**src/core/fbm_regs.svh**
```systemverilog
`ifndef FBM_REGS_SVH
`define FBM_REGS_SVH

// register offsets on the plain port
`define FBM_OFF_FLASH_CTRL 4'h0
`define FBM_OFF_STATUS 4'h1
`define FBM_OFF_SERIAL_CTRL 4'h2
`define FBM_OFF_BIT_RATE 4'h3
`define FBM_OFF_PORT_DIR 4'h4
`define FBM_OFF_PORT_DATA 4'h5
`define FBM_OFF_LOADER_CTRL 4'h6
`define FBM_OFF_MEASURE 4'h7

// flash control bits
`define FBM_FC_PROG 0
`define FBM_FC_ERASE 1
`define FBM_FC_PVER 2
`define FBM_FC_EVER 3

// serial control bits
`define FBM_SC_RXEN 4
`define FBM_SC_TXEN 5

// loader control bits
`define FBM_LC_DONE 0
`define FBM_LC_ERASE_FAIL 1
`define FBM_LC_HANDOVER 2

// port bit of the transmit pin
`define FBM_TX_BIT 2

// reset values
`define FBM_RST_SERIAL_CTRL 8'h00
`define FBM_RST_BIT_RATE 8'hff
`define FBM_RST_PORT_DIR 8'h00
`define FBM_RST_PORT_DATA 8'h00

// byte codes
`define FBM_ERASED_BYTE 8'hff
`define FBM_SYNC_BYTE 8'h00
`define FBM_PATTERN_BYTE 8'h55
`define FBM_ERROR_BYTE 8'hff

// timing
`define FBM_CLK_MHZ 50
`define FBM_START_STATES 100
`define FBM_START_CYCLES (`FBM_START_STATES)

// flash geometry
`define FBM_FLASH_AW 15
`define FBM_FLASH_LAST 15'h7fff

`endif

```
**src/core/fbm_pkg.sv**
```systemverilog
package fbm_pkg;

	typedef enum logic [3:0] {
		FBM_IDLE = 4'h0,
		FBM_WAIT_START = 4'h1,
		FBM_MEASURE = 4'h3,
		FBM_SEND_SYNC = 4'h2,
		FBM_WAIT_PATTERN = 4'h6,
		FBM_BLANK_CHECK = 4'h7,
		FBM_ERASE = 4'h5,
		FBM_LOADING = 4'h4,
		FBM_HANDOVER = 4'hc,
		FBM_HALT = 4'hd
	} fbm_state_t;

	typedef enum logic [2:0] {
		FBM_MODE_READ = 3'h0,
		FBM_MODE_PROGRAM = 3'h1,
		FBM_MODE_ERASE = 3'h2,
		FBM_MODE_PVERIFY = 3'h3,
		FBM_MODE_EVERIFY = 3'h4,
		FBM_MODE_PREWRITE = 3'h5
	} fbm_mode_t;

	typedef struct packed {
		logic [3:0] addr;
		logic [7:0] wdata;
		logic wr;
		logic rd;
	} fbm_bus_t;

	typedef struct packed {
		logic [7:0] data;
		logic valid;
	} fbm_byte_t;

	typedef struct packed {
		fbm_state_t state;
		logic boot_latched;
		logic user_mode;
		logic [7:0] wait_cnt;
		logic [15:0] low_cnt;
		logic [15:0] measure;
		logic [3:0] flash_ctrl;
		logic [7:0] serial_ctrl;
		logic [7:0] bit_rate;
		logic [7:0] port_dir;
		logic [7:0] port_data;
		logic [14:0] flash_addr;
		logic dirty;
		logic erase_fail;
		logic done;
		logic [7:0] rdata;
		logic [7:0] tx_data;
		logic tx_valid;
		logic [2:0] rx_sync;
		logic rx_level;
		logic [2:0] test_sync;
		logic test_level;
		logic [2:0] supply_sync;
		logic supply_level;
	} fbm_state_reg_t;

endpackage

```
**src/core/fbm_boot_ctrl.sv**
```systemverilog
`timescale 1ns/100ps
`include "fbm_regs.svh"

// Behaviour
// (RL1) host holds receive line high when reset releases into boot mode
// (RL2) wait about 100 states after release before measuring low periods
// (RL3) if any flash byte is not all-ones, erase every block first
// (RL4) interrupts are blocked while programming or erasing
// (RL5) before handover clear receive and transmit enables, keep bit rate
// (RL6) at handover transmit pin is an output driving high
// (RL7) downloaded program initialises its general registers and stack
// (RL8) all other registers keep their initial values at handover
// (RL9) at reset release, both mode pins high latches boot mode
// (RL10) host leaves boot mode via reset, pins low ten clocks later
// (RL11) host holds external pin settings during boot execution
// (RL12) boot latch drops when test pin high level goes away
// (RL13) watchdog reset restarts the loader, keeping the boot latch
// (RL14) test pin change during reset changes mode and port states; here only BOOT_MODE follows it, port registers stay at reset values
// (RL15) host raises supply pin only when flash is idle
// (RL16) flash reads not serviced while program or erase is active
// (RL17) five flash modes chosen by four flash control bits
// (RL18) after measuring send one zero byte, then wait for 0x55
// (RL19) host sends length high byte first then program, echoed back
// (RL20) erase failure sends one all-ones byte and halts
// (RL21) boot latch cleared only by external reset or test pin loss
module fbm_boot_ctrl
	import fbm_pkg::*;
(
	input wire logic CLOCK,
	input wire logic RST,
	input wire logic WDT_RESET,
	input wire logic TEST_HIGH,
	input wire logic SUPPLY_HIGH,
	input wire logic RX_PIN,
	input wire logic [3:0] ADDR,
	input wire logic [7:0] WDATA,
	input wire logic WR,
	input wire logic RD,
	output logic [7:0] RDATA,
	output logic [14:0] FLASH_ADDR,
	input wire logic [7:0] FLASH_RDATA,
	input wire logic FLASH_RD_REQ,
	output logic FLASH_RD_GRANT,
	output logic ERASE_START,
	input wire logic ERASE_DONE,
	input wire logic ERASE_FAIL,
	output logic [7:0] TX_DATA,
	output logic TX_VALID,
	input wire logic TX_READY,
	input wire logic [7:0] RX_DATA,
	input wire logic RX_VALID,
	output logic BOOT_MODE,
	output logic USER_MODE,
	output logic [2:0] FLASH_MODE,
	output logic IRQ_BLOCK,
	output logic PORT_TX_DIR,
	output logic PORT_TX_DATA,
	output logic HANDOVER
);

	fbm_state_reg_t s_reg;
	fbm_state_reg_t s_next;
	fbm_bus_t bus;
	logic busy;
	logic rx_low;
	logic [7:0] rd_val;

	assign bus = '{addr: ADDR, wdata: WDATA, wr: WR, rd: RD};
	// program or erase bit set means the array is busy
	assign busy = s_reg.flash_ctrl[`FBM_FC_PROG] |
		s_reg.flash_ctrl[`FBM_FC_ERASE];
	assign rx_low = ~s_reg.rx_level;

	always_comb begin
		rd_val = 8'h00;
		case (bus.addr)
			`FBM_OFF_FLASH_CTRL: rd_val = {4'h0, s_reg.flash_ctrl};
			`FBM_OFF_STATUS: rd_val = {3'h0, s_reg.state, s_reg.boot_latched};
			`FBM_OFF_SERIAL_CTRL: rd_val = s_reg.serial_ctrl;
			`FBM_OFF_BIT_RATE: rd_val = s_reg.bit_rate;
			`FBM_OFF_PORT_DIR: rd_val = s_reg.port_dir;
			`FBM_OFF_PORT_DATA: rd_val = s_reg.port_data;
			`FBM_OFF_LOADER_CTRL: rd_val = {5'h00, s_reg.state == FBM_HANDOVER,
				s_reg.erase_fail, s_reg.done};
			`FBM_OFF_MEASURE: rd_val = s_reg.measure[7:0];
			default: rd_val = 8'h00;
		endcase
	end

	always_comb begin
		s_next = s_reg;
		s_next.tx_valid = s_reg.tx_valid & ~TX_READY;
		// three-stage sampling, a change counts when stages two and three agree
		s_next.rx_sync = {s_reg.rx_sync[1:0], RX_PIN};
		if (s_reg.rx_sync[2] == s_reg.rx_sync[1])
			s_next.rx_level = s_reg.rx_sync[2];
		s_next.test_sync = {s_reg.test_sync[1:0], TEST_HIGH};
		if (s_reg.test_sync[2] == s_reg.test_sync[1])
			s_next.test_level = s_reg.test_sync[2];
		// supply pin is asynchronous too, so it is filtered like the others
		s_next.supply_sync = {s_reg.supply_sync[1:0], SUPPLY_HIGH};
		if (s_reg.supply_sync[2] == s_reg.supply_sync[1])
			s_next.supply_level = s_reg.supply_sync[2];
		if (s_reg.state != FBM_IDLE && !s_next.test_level)
			s_next.boot_latched = 1'b0; // see (RL12) see (RL21)
		s_next.user_mode = s_next.supply_level & ~s_next.test_level & ~busy;
		if (bus.rd)
			s_next.rdata = rd_val;
		if (bus.wr) begin
			case (bus.addr)
				`FBM_OFF_FLASH_CTRL: s_next.flash_ctrl = bus.wdata[3:0]; // see (RL17)
				`FBM_OFF_SERIAL_CTRL: s_next.serial_ctrl = bus.wdata;
				`FBM_OFF_BIT_RATE: s_next.bit_rate = bus.wdata;
				`FBM_OFF_PORT_DIR: s_next.port_dir = bus.wdata;
				`FBM_OFF_PORT_DATA: s_next.port_data = bus.wdata;
				default: s_next.flash_ctrl = s_next.flash_ctrl;
			endcase
		end
		case (s_reg.state)
			FBM_IDLE: begin
				// every cycle in idle, from reset release on: sample both mode pins
				if (TEST_HIGH && SUPPLY_HIGH && !s_reg.boot_latched) begin
					s_next.boot_latched = 1'b1; // see (RL9)
					s_next.test_level = 1'b1;
					s_next.test_sync = 3'h7;
				end
				if ((TEST_HIGH && SUPPLY_HIGH) || s_reg.boot_latched) begin
					s_next.state = FBM_WAIT_START;
					s_next.wait_cnt = 8'h00;
				end
			end
			FBM_WAIT_START: begin
				// receive line edges before this point are ignored
				s_next.wait_cnt = s_reg.wait_cnt + 8'h01;
				if (s_reg.wait_cnt == 8'(`FBM_START_CYCLES - 1)) begin
					s_next.state = FBM_MEASURE; // see (RL2)
					s_next.low_cnt = 16'h0000;
				end
			end
			FBM_MEASURE: begin
				if (rx_low) begin
					s_next.low_cnt = s_reg.low_cnt + 16'h0001;
				end else if (s_reg.low_cnt != 16'h0000) begin
					// low run covers start bit plus eight zero data bits
					s_next.measure = s_reg.low_cnt;
					s_next.bit_rate = s_reg.low_cnt[15:8];
					s_next.state = FBM_SEND_SYNC;
				end
			end
			FBM_SEND_SYNC: begin
				if (!s_reg.tx_valid) begin
					s_next.tx_data = `FBM_SYNC_BYTE; // see (RL18)
					s_next.tx_valid = 1'b1;
					s_next.state = FBM_WAIT_PATTERN;
				end
			end
			FBM_WAIT_PATTERN: begin
				// other bytes are dropped; the host retries by reset
				if (RX_VALID && RX_DATA == `FBM_PATTERN_BYTE) begin
					s_next.state = FBM_BLANK_CHECK; // see (RL18)
					s_next.flash_addr = 15'h0000;
					s_next.dirty = 1'b0;
				end
			end
			FBM_BLANK_CHECK: begin
				if (FLASH_RDATA != `FBM_ERASED_BYTE)
					s_next.dirty = 1'b1; // see (RL3)
				s_next.flash_addr = s_reg.flash_addr + 15'h0001;
				if (s_reg.flash_addr == `FBM_FLASH_LAST)
					s_next.state = (s_next.dirty) ? FBM_ERASE : FBM_LOADING;
			end
			FBM_ERASE: begin
				s_next.flash_ctrl = 4'h0;
				s_next.flash_ctrl[`FBM_FC_ERASE] = 1'b1;
				if (ERASE_FAIL) begin
					s_next.flash_ctrl = 4'h0;
					s_next.erase_fail = 1'b1;
					s_next.tx_data = `FBM_ERROR_BYTE; // see (RL20)
					s_next.tx_valid = 1'b1;
					s_next.state = FBM_HALT;
				end else if (ERASE_DONE) begin
					s_next.flash_ctrl = 4'h0;
					s_next.state = FBM_LOADING;
				end
			end
			FBM_LOADING: begin
				// software runs the download and echo, then signals done
				if (bus.wr && bus.addr == `FBM_OFF_LOADER_CTRL &&
					bus.wdata[`FBM_LC_DONE]) begin
					s_next.done = 1'b1;
					// stop serial, bit rate stays as measured
					s_next.serial_ctrl[`FBM_SC_RXEN] = 1'b0; // see (RL5)
					s_next.serial_ctrl[`FBM_SC_TXEN] = 1'b0; // see (RL5)
					s_next.port_dir[`FBM_TX_BIT] = 1'b1; // see (RL6)
					s_next.port_data[`FBM_TX_BIT] = 1'b1; // see (RL6)
					s_next.state = FBM_HANDOVER; // see (RL8)
				end
			end
			FBM_HANDOVER: s_next.state = FBM_HANDOVER;
			FBM_HALT: s_next.state = FBM_HALT; // see (RL20)
			default: s_next.state = FBM_IDLE;
		endcase
		if (WDT_RESET) begin
			// restart the loader but keep the latched mode
			s_next.state = FBM_IDLE; // see (RL13) see (RL21)
			s_next.flash_ctrl = 4'h0;
			s_next.done = 1'b0;
			s_next.erase_fail = 1'b0;
			s_next.tx_valid = 1'b0;
		end
	end

	always_ff @(posedge CLOCK or posedge RST) begin
		if (RST) begin
			s_reg <= '0;
			s_reg.state <= FBM_IDLE;
			s_reg.serial_ctrl <= `FBM_RST_SERIAL_CTRL;
			s_reg.bit_rate <= `FBM_RST_BIT_RATE;
			s_reg.port_dir <= `FBM_RST_PORT_DIR;
			s_reg.port_data <= `FBM_RST_PORT_DATA;
			s_reg.rx_sync <= 3'h7;
			s_reg.rx_level <= 1'b1;
		end else begin
			s_reg <= s_next;
		end
	end

	always_comb begin
		FLASH_MODE = FBM_MODE_READ;
		case (s_reg.flash_ctrl)
			4'h1: FLASH_MODE = FBM_MODE_PROGRAM; // see (RL17)
			4'h2: FLASH_MODE = FBM_MODE_ERASE;
			4'h4: FLASH_MODE = FBM_MODE_PVERIFY;
			4'h8: FLASH_MODE = FBM_MODE_EVERIFY;
			4'hc: FLASH_MODE = FBM_MODE_PREWRITE;
			default: FLASH_MODE = FBM_MODE_READ;
		endcase
	end

	assign RDATA = s_reg.rdata;
	assign FLASH_ADDR = s_reg.flash_addr;
	assign FLASH_RD_GRANT = FLASH_RD_REQ & ~busy; // see (RL16)
	assign IRQ_BLOCK = busy; // see (RL4)
	assign ERASE_START = (s_reg.state == FBM_ERASE);
	assign TX_DATA = s_reg.tx_data;
	assign TX_VALID = s_reg.tx_valid;
	// during reset the mode follows both mode pins directly
	assign BOOT_MODE = RST ? (TEST_HIGH & SUPPLY_HIGH) : s_reg.boot_latched; // see (RL14)
	assign USER_MODE = s_reg.user_mode;
	assign PORT_TX_DIR = s_reg.port_dir[`FBM_TX_BIT];
	assign PORT_TX_DATA = s_reg.port_data[`FBM_TX_BIT];
	assign HANDOVER = (s_reg.state == FBM_HANDOVER);

endmodule // fbm_boot_ctrl

```
**config.mk**
```make
export PLATFORM = sky130hd
export DESIGN_NAME = fbm_boot_ctrl
export DESIGN_NICKNAME = d
export VERILOG_FILES = /design/src/core/fbm_pkg.sv /design/src/core/fbm_boot_ctrl.sv
export VERILOG_INCLUDE_DIRS = /design/src /design/src/core
export SDC_FILE = /design/constraint.sdc
export NUM_CORES = 1
export LEC_CHECK = 0
export ABC_AREA = 1
export BUFFER_PORTS_ARGS = -buffer_cell sky130_fd_sc_hd__buf_2
export CAP_MARGIN = 20
export CORE_MARGIN = 2
export CORE_UTILIZATION = 28
export CTS_CLUSTER_SIZE = 40
export DETAILED_ROUTE_END_ITERATION = 12
export PLACE_DENSITY = 0.47
export RECOVER_POWER = 50
export SLEW_MARGIN = 10
export SYNTH_ARGS = -nofsm -noshare
export SYNTH_HDL_FRONTEND = slang
export SYNTH_SLANG_ARGS = --single-unit
```
**constraint.sdc**
```tcl
create_clock -name CLOCK -period 3.99 [get_ports CLOCK]
set_clock_uncertainty 0.05 [all_clocks]
set_input_delay 0 -clock CLOCK [delete_from_list [all_inputs] [get_ports CLOCK]]
set_output_delay 0 -clock CLOCK [all_outputs]
set_load 0.02 [all_outputs]
```
; ---- After elaboration in Yosys (flattened, before gate mapping)
; Cells that the tools add are included.
[word_totals]
wordCells = 177
ff_bits = 121
inputBits = 41
output_inout_bits = 43
[op_classes]
n_eq_ne = 43
muxes = 60
reduce_logical = 35
bitwise_logic = 9
n_addsub = 3
[ops]
columns = cell, n
row1 = $mux 4, 16
row2 = $mux 8, 8
row3 = $pmux 16 s2, 2
row4 = $pmux 8 s8, 1
row5 = $mux 16, 3
row6 = $pmux 4 s10, 1
row7 = $eq 4x3->1 const B, 9
row8 = $mux 36, 1
row9 = $ne 3x3->1 const B, 8
row10 = $eq 4x2->1 const B, 5
row11 = $mux 1, 18
row12 = $mux 9, 2
row13 = $pmux 9 s2, 1
row14 = $add 16x1->16 const B, 1
row15 = $eq 4x4->1 const B, 4
row16 = $eq 8x7->1 const B, 2
row17 = $pmux 8 s2, 1
row18 = $reduce_and 2->1, 8
row19 = $reduce_bool 16->1, 1
row20 = $reduce_bool 2->1, 8
row21 = $add 15x1->15 const B, 1
row22 = $eq 15x15->1 const B, 1
row23 = $pmux 3 s5, 1
row24 = $eq 4x1->1 const B, 3
row25 = 18 further kinds, 44

; ---- Depth between registers and ports, before layout
; Gate-level depths: netlist of run 1.
[logic_depth]
ltp_word = 7
depth_mapped = 11
mapped_depth_nobuf = 11

; ---- Worst setup path after synthesis of run 1
; OpenSTA, ideal clock, no wires.
[synth_path]
kind = register -> register
from = register s_reg[126] (netlist name)
to = register s_reg[125] (netlist name)
t_required_ps = 3822
path_buffers = 0
path_slack_ps = 2369
stages_incl_launch_ff = 7
synth_period_minus_slack_ps = 1621
arrival_ps = 1453
setup_time_ps = 118
path_cell_list = dfrtp_1 -> nor2_1 -> inv_2 -> nor2_1 -> nand2_1 -> nand4_1 -> nand2_1
[synth_via]
elab_chain_cells = 3
word_cells_on_any_way = 22
cone_classes = eq/ne (18) / mux (2) / reduce/logical (2)
[synth_lines]
columns = element, line_no
row1 = from (decl), fbm_boot_ctrl.sv:61  ; fbm_state_reg_t s_reg;
row2 = from (signal assigned), fbm_boot_ctrl.sv:224  ; s_reg <= s_next;
row3 = $eq 4x3->1 *, n/a
row4 = via ERASE_START, fbm_boot_ctrl.sv:44  ; output logic ERASE_START,
row5 = $ne 4x2->1 (no line) or $pmux 4 s10 (tied branches), n/a
row6 = $reduce_and 9->1 (no line) or $mux 4 (tied branches), n/a
; The timed path passes the listed nets; every way through them passes the cells marked *.
; A chain may end at the register's enable or synchronous reset.

; ---- Final worst setup path of run 1
[layout_path]
from = register s_reg[128] (netlist name)
to = register s_reg (netlist bit FLASH_ADDR[11])
[layout_via]
elab_chain_cells = 3
word_cells_on_any_way = 6
cone_classes = eq/ne (3) / mux (1) / reduce/logical (2)
[layout_lines]
columns = element, line_no
row1 = $eq 4x3->1, fbm_boot_ctrl.sv:119  ; case (s_reg.state)
row2 = $ne 2x2->1 (no line) or $reduce_bool 2->1 (tied branches), n/a
row3 = $reduce_and 2->1 (no line), n/a
; Several ways; a longest one is shown, not always the timed one.

==> qor.yml, run 1 <==
outcome: "finished clean"
max_cap_violations: 0
die_w_um: 149
fmax_ghz: 0.446
r2r_end: "FLASH_ADDR[11]"
largest_reg_flops: 82
place_worst_setup_slack_ns: 1.78
cts_tree: "done"
hpwl_um: 11600
rsz0062_at_grt: "false"
irDropWorstVdd_mv: 0.185
routed-via-count: 5057
gr-total-overflow: 0
drv_slew: 0
cts_root_buf: "clkbuf_16"
ys_types: 46
rr_worst_depth: 8
path_class: "flop to flop"
grt_start_max_net_pins: 73
grt_pass1_vias: 4913
synth_flop_cell: "dfrtp_1"
port_buffers: 83
io_pins: 84
drc: 0
min_path_type: "input pin to flop"
start_util_pct: 28.3
synth-edff-count: 0
layout.nets: 869
post_cts_buffers: 0
die_y_um: 149
period_share_pct: 56.2
cellPowerDensity_mw_per_mm2: 561
cts_buffers: 17
htree_num_levels: 4
synth_compound_area_share_pct: 13.6
worstMarginPinSlew_ns: 1.18
synth-async-reset-ratio_pct: 100
antenna_found_initial: 0
cp-end-kind: "flop"
drt_iter0_markers: 288
muxShareOfSynthArea_pct: 0.678
clockBufferDepth: 2
ant_nets: 0
setup_tns_ns: 0
grt_usage_pct: 14.9
required_ns: 4.24
crit_path_start_kind: "flop"
drive_above_1_share_pct: 12.8
r2r_start: "s_reg[128]"
yosys.area_share.simple_pct: 24.2
hold_viol: 0
coreArea_mm2: 0.0209
ys_warn_count: 0
worst-path-max-fanout: 13
rrSetupSlack_ns: 1.75
instances_no_fill: 1112
avgViaCountPerCell: 4.55
area_growth_pct: 20.6
wl_um: 15900
dr.pass1.iters: 5
synth_xor_area_share_pct: 0.742
antennaDiodeCount: 0
avgSynthCellArea_um2: 7.99
finalCoreUtilization_pct: 34.1
clk_latency_ns: 0.42
critical_path.startpoint: "s_reg[128]"
slew_headroom_pct: 20.6
cts.sinks: 114
ys_ff_latch: 114
grt_pass1_wl_um: 25600
synth_top_family_by_area: "simple AND/OR/NAND/NOR gates"
syn_inst: 739
num_rows: 53
fin_crit_ns: 2.24
cts_resized: 0
dieArea_mm2: 0.0223
hold_buffers: 22
worstSetupEndpoint: "FLASH_ADDR[11]"
power_leakage_nw: 3.43
netlist_area_mm2: 0.00590
syn_nets: 784
setup_viol: 0
synth_fa_ha_area_share_pct: 1.02
setup_slack_ns: 1.75
wl_per_cell_um: 14.3
globalplace.congestion: 0.828
yosysSeqAreaShare_pct: 48.6
clkTransAtPathRegs_ns: 0.05
hold_slack_ns: 0.0635
worstPathArrival_ns: 2.49
dp.cells: 1058
[worst min-delay path by stage]
| stage | from | endpoint | slack, ns | cells after the start |
|---|---|---|---|---|
| final | ERASE_DONE | s_reg[80] | 0.06 | 4 |
| after global placement | RX_PIN | s_next[10] | 0.07 | 1 |
| after CTS | ERASE_DONE | s_reg[80] | 0.04 | 4 |
| after detailed placement | RX_PIN | s_next[10] | 0.07 | 1 |
| after global routing | ERASE_DONE | s_reg[80] | 0.1 | 4 |
| after floorplan | RX_PIN | s_next[10] | -0.05 | 0 |
[cell families after synthesis]
family,count (synthesis)
muxes,3
and+or+nand+nor,327
xor gates and xnor gates,5
buffers and inverters,140
DFF,114
AOI/OAI and AO/OA,145
adders and majority gates,5
[final cells by class]
| class | instances | area (µm²) |
|---|---|---|
| clock buffer | 27 | 513 |
| clock inverter | 5 | 50.0 |
| fill | 2259 | 13800 |
| inverter | 99 | 379 |
| multi-input combinational | 485 | 2370 |
| sequential | 114 | 2870 |
| tap | 275 | 344 |
| timing repair buffer | 107 | 599 |
[worst max-delay path: stages, from the launching register on]
cell and delay [ns]:
dfrtp_1 0.41, inv_1 0.18, nand2_2 0.12, nor2_1 0.77
inv_2 0.18, nand2_2 0.21, inv_2 0.09, nand2_1 0.07
a2bb2oi_1 0.05
[report_power, final]
group	total [mW]	internal (mW)	switching, mW
Combinational	0.966	0.318	0.648
Sequential	1.59	1.41	0.178
Clock	1.45	0.934	0.512
Total	4.00	2.66	1.34
[routing by layer]
metal  GRT usage (%)  up-vias  routed length (µm)
met1            19.8     2373                7530
met2            24.1      109                7450
met5               0        -                   0
met3            2.75       17                 586
li1                -     2558                   -
met4            5.67        0                 293
[Yosys cell counts, types with 4 or more instances]
cell	n	area share, %
a21oi_1	27	2.3
buf_2	5	0.42
buf_4	31	3.9
clkbuf_1	4	0.25
dfrtp_1	102	43
dfstp_2	12	5.3
ha_1	4	0.85
inv_1	89	5.7
inv_2	6	0.38
nand2_1	192	12
nand2_2	4	0.42
nand3_1	35	3.0
nand4_1	13	1.4
nor2_1	57	3.6
nor3_1	10	0.85
o21ai_0	81	6.9
o21ai_1	5	0.42
o22ai_1	11	1.2
xor2_1	4	0.59
[cell usage in the layout, fill, tap and decap left out, types with 3 or more instances in the layout]
cell type      synthesis  final
clkbuf_8               0      5
o21ai_0               81     81
dfrtp_1              102    102
nand2_1              192    193
clkinv_2               0      4
inv_2                  6      5
xor2_1                 4      4
nand4_1               13     13
a21oi_1               27     27
o32ai_1                3      3
o22ai_1               11     11
dfstp_1                0      3
nand2_4                3      3
nor3_1                10     11
clkbuf_1               4     46
nand3_1               35     35
nor2_1                57     57
nor2_2                 3      3
dfstp_2               12      9
clkbuf_16              0     17
o21ai_1                5      5
buf_2                  5     42
nor2_4                 3      3
inv_4                  2      3
ha_1                   4      4
o211ai_1               3      3
inv_1                 89     89
dlygate4sd3_1          0     22
o31ai_1                3      3
a31oi_1                3      3
nand2_2                4      3
[per-stage QoR]
step | area, µm² | total power [mW]
CTS | 7180 | 4.06
global route | 7120 | 4.26
detailed placement | 6400 | 2.58
floorplan | 5900 | 2.36
finish | 7120 | 4.00
global placement | 6400 | 2.58
No activity file was read; power rests on OpenSTA's default activity.
==> run 2: changes to the inputs <==
clock period = 2.1 ns   (was 3.99 ns; I/O delays follow)
==> qor.yml, run 2 (synthesis results as in run 1) <==
hold_slack_ns: -0.0478  # -0.111 ns
path_delay_family: "simple AND/OR/NAND/NOR gates"
num_rows: 53  # unchanged
total_power_mw: 7.71  # +93%
period_share_pct: 88.4  # +32 points
clk_latency_ns: 0.42  # about the same
layout.nets: 882  # +1.5%
hpwl_um: 12100  # +4.5%
min_path_type: "input pin to flop"
grt_usage_pct: 15.5  # +0.59 points
cts_tree: "done"
internal_power_mw: 5.13  # +93%
grt_pass1_vias: 4955  # +0.85%
io_pins: 84  # unchanged
cellPowerDensity_mw_per_mm2: 1060  # +89%
required_ns: 2.35  # -1.89 ns
cp_cell_sequence: "ha_1, nand3_1, nor2_2, nand2_1, nand3_1, nand2_1, nor2_1, nand3_2, nand2_1, nand2_1"
combPwrFrac_pct: 24.4  # +0.2 points
coreArea_mm2: 0.0209  # unchanged
wl_per_cell_um: 14.5  # +1.4%
die_w_um: 149  # unchanged
final_cell_mix: "nand2_1, dfrtp_1, inv_1, o21ai_0, buf_2"
port_buffers: 83  # unchanged
largest_reg_flops: 82  # unchanged
cts_root_buf: "clkbuf_16"
hold_viol: 1  # +1
crit_path_start_kind: "flop"
htree_num_levels: 4  # unchanged
gr-total-overflow: 0  # unchanged
fillerInstances: 2241  # -0.80%
antennaDiodeCount: 0  # unchanged
path_class: "flop to flop"
globalplace.congestion: 0.832  # +0.50%
power_leakage_nw: 3.56  # +3.7%
cts_buffers: 17  # unchanged
drt_iter0_markers: 317  # +10%
cp-end-kind: "flop"
dieArea_mm2: 0.0223  # unchanged
die_y_um: 149  # unchanged
crit_path_max_incr_delay_ns: 0.41  # -0.36 ns
routed-via-count: 5081  # +0.47%
irDropWorstVdd_mv: 0.469  # +150%
setup_viol: 0  # unchanged
clkTransAtPathRegs_ns: 0.05  # about the same
drv_slew: 31  # +31
drc: 0  # unchanged
worstMarginPinSlew_ns: 1.68  # +0.502 ns
start_util_pct: 28.3  # unchanged
violations: "negative hold slack, max-capacitance violations, max-slew violations"
fmax_ghz: 0.539  # +21%
worstPathArrival_ns: 2.11  # -0.38 ns
worst-path-max-fanout: 5  # -8
clockBufferDepth: 2  # unchanged
grt_start_max_net_pins: 34  # -53%
p_switching_mw: 2.58  # +93%
critPathSlowestCell: "dfrtp_1"
fin_crit_ns: 1.86  # -0.385 ns
ant_nets: 0  # unchanged
swShare_pct: 33.5  # about the same
layout_commonest_cell: "nand2_1"
drive_above_1_share_pct: 16.5  # +3.7 points
rsz0062_at_grt: "false"
max_cap_violations: 1  # +1
slew_headroom_pct: -12.9  # -33 points
grt_pass1_wl_um: 26900  # +4.9%
dr.pass1.iters: 5  # unchanged
area_growth_pct: 23.3
crit_path_frequent_cell: "nand2_1"
outcome: "complete, but fails checks"
setup_slack_ns: 0.244  # -1.51 ns
place_worst_setup_slack_ns: 0.269  # -1.51 ns
cts.sinks: 114  # unchanged
cp_num_buf_inv: 0  # -3
seqPwrFrac_pct: 39.3  # -0.4 points
power_frac_clock_pct: 36.3  # about the same
wl_um: 16300  # +2.6%
cts_resized: 0  # unchanged
avgViaCountPerCell: 4.52  # -0.69%
setup_tns_ns: 0  # unchanged
antenna_found_initial: 0  # unchanged
[run 2: final timing paths]
check	start	to	slack, ns	cells after the start
setup / recovery	FLASH_ADDR[0]	s_reg[126]	0.24	10
hold / removal	FLASH_RDATA[3]	s_reg[31]	-0.05	6
setup reg to reg	FLASH_ADDR[0]	s_reg[126]	0.24	10
hold reg to reg	s_next[2]	s_next[3]	0.30	0
max in group asynchronous	RST	s_reg[51]	0.55	4
min in group asynchronous	RST	s_reg[120]	0.52	3
[run 2: power by group through the flow]
stage	Combinational, mW	Sequential, mW	Clock [mW]
2_1_floorplan	1.51	2.98	0
3_3_place_gp	1.88	3.05	0
3_5_place_dp	1.87	3.06	0
4_1_cts	1.91	3.03	2.87
5_1_grt	2.16	3.09	2.98
6_report	1.88	3.03	2.80
[run 2: repair_timing]
action | in CTS | in global routing
hold buffers | 23 | 1
hold endpoints to repair | 78 | 1
buffers inserted | 0 | 0
setup endpoints to repair | 0 | 1
[run 2: area by class of cell]
| cell class | instances | area [µm²] | share of cell area (%) |
|---|---|---|---|
| Inverter | 99 | 378 | 5.19 |
| Timing Repair Buffer | 120 | 753 | 10.4 |
| Tap cell | 275 | 344 | 4.73 |
| Sequential cell | 114 | 2870 | 39.4 |
| Clock inverter | 7 | 85.1 | 1.17 |
| Multi-Input combinational cell | 485 | 2370 | 32.6 |
| Clock buffer | 25 | 475 | 6.53 |
[run 2: worst reg2reg max path, delay by kind of cell, from the launching register on]
kind	cells	cell delay [ns]
fa+ha+maj	1	0.21
simple gates	9	1.07
flops	1	0.41
[run 2: layer usage]
layer | part of all wire (%) | GRT usage (%) | wire [µm]
met1 | 49 | 21.2 | 8020
met2 | 47 | 24.6 | 7580
met3 | 3.2 | 3.18 | 517
met5 | 0 | 0 | 0
met4 | 1.0 | 4.62 | 165
[run 2: per-stage QoR]
step | instance area (µm²) | cells | hold WS [ns] | util, %
global placement | 6530 | 1070 | 0.0671 | 31.2
CTS | 7320 | 1125 | 0.0284 | 35.0
floorplan | 5910 | 739 | -0.0455 | -
global route | 7280 | 1125 | 0.0112 | 34.8
detailed placement | 6530 | 1070 | 0.0682 | 31.2
finish | 7280 | 1125 | -0.0478 | 34.8
==> run 3: changes to the inputs <==
ABC_AREA = 0   (was 1)
==> qor.yml, run 3 <==
outcome: "complete, but fails checks"
violations: "negative setup slack"
path_class: "flop to flop"
setup_tns_ns: -0.0679  # -0.0679 ns
clk_latency_ns: 0.42  # about the same
crit_path_start_kind: "flop"
drive_above_1_share_pct: 30.6  # +14 points
cp_cell_sequence: "buf_4, nor4_1, a32o_1, a2111oi_4, buf_4, and3_1, a311o_1"
finalCoreUtilization_pct: 37.2  # +2.4 points
syn_nets: 644  # -18%
ys_ff_latch: 114  # unchanged
netlist_area_mm2: 0.00598  # +1.2%
cellPowerDensity_mw_per_mm2: 1030  # -2.4%
cts_tree: "done"
area_growth_pct: 30.5
synth-edff-count: 0  # unchanged
max_cap_violations: 0  # -1
hold_slack_ns: 0.104  # +0.152 ns
grt_pass1_wl_um: 25900  # -3.6%
required_ns: 2.35  # about the same
grt_usage_pct: 14.7  # -0.77 points
setup_slack_ns: -0.0562  # -0.300 ns
routed-via-count: 4984  # -1.9%
grt_start_max_net_pins: 107  # +210%
irDropWorstVdd_mv: 0.596  # +27%
fin_crit_ns: 2.16  # +0.300 ns
min_path_type: "input pin to asynchronous set/reset pin"
avgSynthCellArea_um2: 9.98  # +25%
ys_warn_count: 0  # unchanged
period_share_pct: 103  # +14 points
io_pins: 84  # unchanged
ant_nets: 0  # unchanged
final_cell_area_mm2: 0.00780  # +7.2%
worst-path-max-fanout: 9  # +4
cts.sinks: 114  # unchanged
largest_reg_flops: 82  # unchanged
htree_num_levels: 4  # unchanged
start_util_pct: 28.5  # +0.26 points
critPathSlowestCell: "dfrtp_1"
final_cell_mix: "dfrtp_1, buf_2, nand2_1, buf_4, nor2_1"
die_w_um: 150  # +0.60%
layout.nets: 776  # -12%
gr-total-overflow: 0  # unchanged
worstMarginPinSlew_ns: 1.01  # -0.676 ns
antennaDiodeCount: 0  # unchanged
setup_viol: 2  # +2
wl_um: 16000  # -1.7%
avgViaCountPerCell: 4.89  # +8.3%
grt_pass1_vias: 4997  # +0.85%
ys_types: 67  # +46%
cts_root_buf: "clkbuf_16"
clkTransAtPathRegs_ns: 0.06  # about the same
crit_path_frequent_cell: "buf_4"
synth_top_area_cell: "dfrtp_1"
drt_iter0_markers: 230  # -27%
yosysSeqAreaShare_pct: 48.0  # -0.59 points
synth-async-reset-ratio_pct: 100  # unchanged
synth_top_area_share_pct: 42.7  # -0.53 points
port_buffers: 83  # unchanged
yosysMostFrequentCell: "dfrtp_1"
placed_area_mm2: 0.00690  # +5.8%
drv_slew: 0  # -100%
rsz0062_at_grt: "true"
synth.area.top_cells: "dfrtp_1, mux2_2, dfstp_2, mux2i_1, buf_4"
cp-end-kind: "flop"
antenna_found_initial: 0  # unchanged
num_rows: 53  # unchanged
globalplace.congestion: 0.769  # -7.5%
slew_headroom_pct: 32.8  # +46 points
rr_worst_depth: 7  # -3
clockBufferDepth: 2  # unchanged
power_leakage_nw: 3.44  # -3.2%
worstPathArrival_ns: 2.41  # +0.30 ns
hold_viol: 0  # -1
fmax_ghz: 0.464  # -14%
hpwl_um: 11300  # -6.3%
synth_flop_cell: "dfrtp_1"
die_y_um: 150  # +0.60%
wl_per_cell_um: 15.7  # +8.5%
ys_top_cells_by_count: "dfrtp_1, nand2_1, nor2_1"
cts_buffers: 17  # unchanged
coreArea_mm2: 0.0210  # +0.32%
dr.pass1.iters: 4  # -1
drc: 0  # unchanged
syn_inst: 599  # -19%
layout_commonest_cell: "dfrtp_1"
dieArea_mm2: 0.0225  # +1.2%
crit_path_max_incr_delay_ns: 0.43  # +0.02 ns
total_power_mw: 8.06  # +4.6%
run 3: cell count changes after synthesis, sizes merged, moves of 20 or more:
cell    before  now
nand2      199   58
nor2        64   43
inv         97   14
mux2         2   35
mux2i        1   24
clkbuf       4   24
o21ai       87   42
run 3: cell type report:
type                    instances  area, µm²
flip-flops and latches        114       2870
clock buffers                  19        443
inverters                      14       53.8
multi-input cells             408       2780
well taps                     275        344
clock inverters                13        113
repair buffers                176       1200
fillers                      2165      13200
run 3: cells by family (layout without fill, tap and decap cells):
group / Yosys count / after routing / synth area share (%)
DFF: 114 / 114 / 48.0
AOI/OAI and AO/OA: 108 / 108 / 11.6
xor gates and xnor gates: 12 / 12 / 1.76
adders and majority gates: 7 / 7 / 1.34
buffers and inverters: 77 / 222 / 6.95
muxes: 59 / 59 / 10.6
and+or+nand+nor: 222 / 222 / 19.7
run 3: worst paths after layout:
kind	startpoint	endpoint	slack, ns
worst max register to register	s_reg[126]	s_reg[126]	-0.06
min in group CLOCK	ADDR[0]	PORT_TX_DIR	0.16
worst max-delay path	s_reg[126]	s_reg[126]	-0.06
max in group asynchronous	RST	s_reg[110]	0.52
worst min-delay path	RST	TX_DATA[6]	0.10
worst min register to register	s_next[2]	s_next[3]	0.30
run 3: worst max-delay path: cells and delay by family (launching register included):
family                 cells  cell delay, ns
AOI/OAI and AO/OA          3            0.65
buffers and inverters      2            0.36
and+or+nand+nor            2            0.55
DFF                        1            0.43
run 3: timing repair:
action	4_1_cts	5_1_grt
gates resized for setup	1	12
pin swaps	0	2
hold buffers	30	0
buffers inserted	0	2
hold endpoints to repair	124	0
endpoints found under the setup margin	3	17
run 3: report_power, final:
part / leakage, nW / switching, mW / internal (mW)
registers: 1.40 / 0.293 / 2.66
clock network: 0.257 / 1.05 / 1.65
logic: 1.78 / 1.31 / 1.11
run 3: metrics by stage:
step,cells,setup WS (ns)
floorplan,599,-0.481
global placement,955,-0.0477
detailed placement,955,-0.0617
CTS,1017,-0.0739
global route,1019,-0.141
finish,1019,-0.0562
run 3: metal layers:
metal | part of all wire, % | global-route usage, % | up-vias
met5 | 0 | 0 | -
li1 | - | - | 2403
met4 | 1.8 | 5.90 | 0
met3 | 4.1 | 2.76 | 24
met1 | 47 | 19.5 | 2443
met2 | 47 | 23.7 | 114
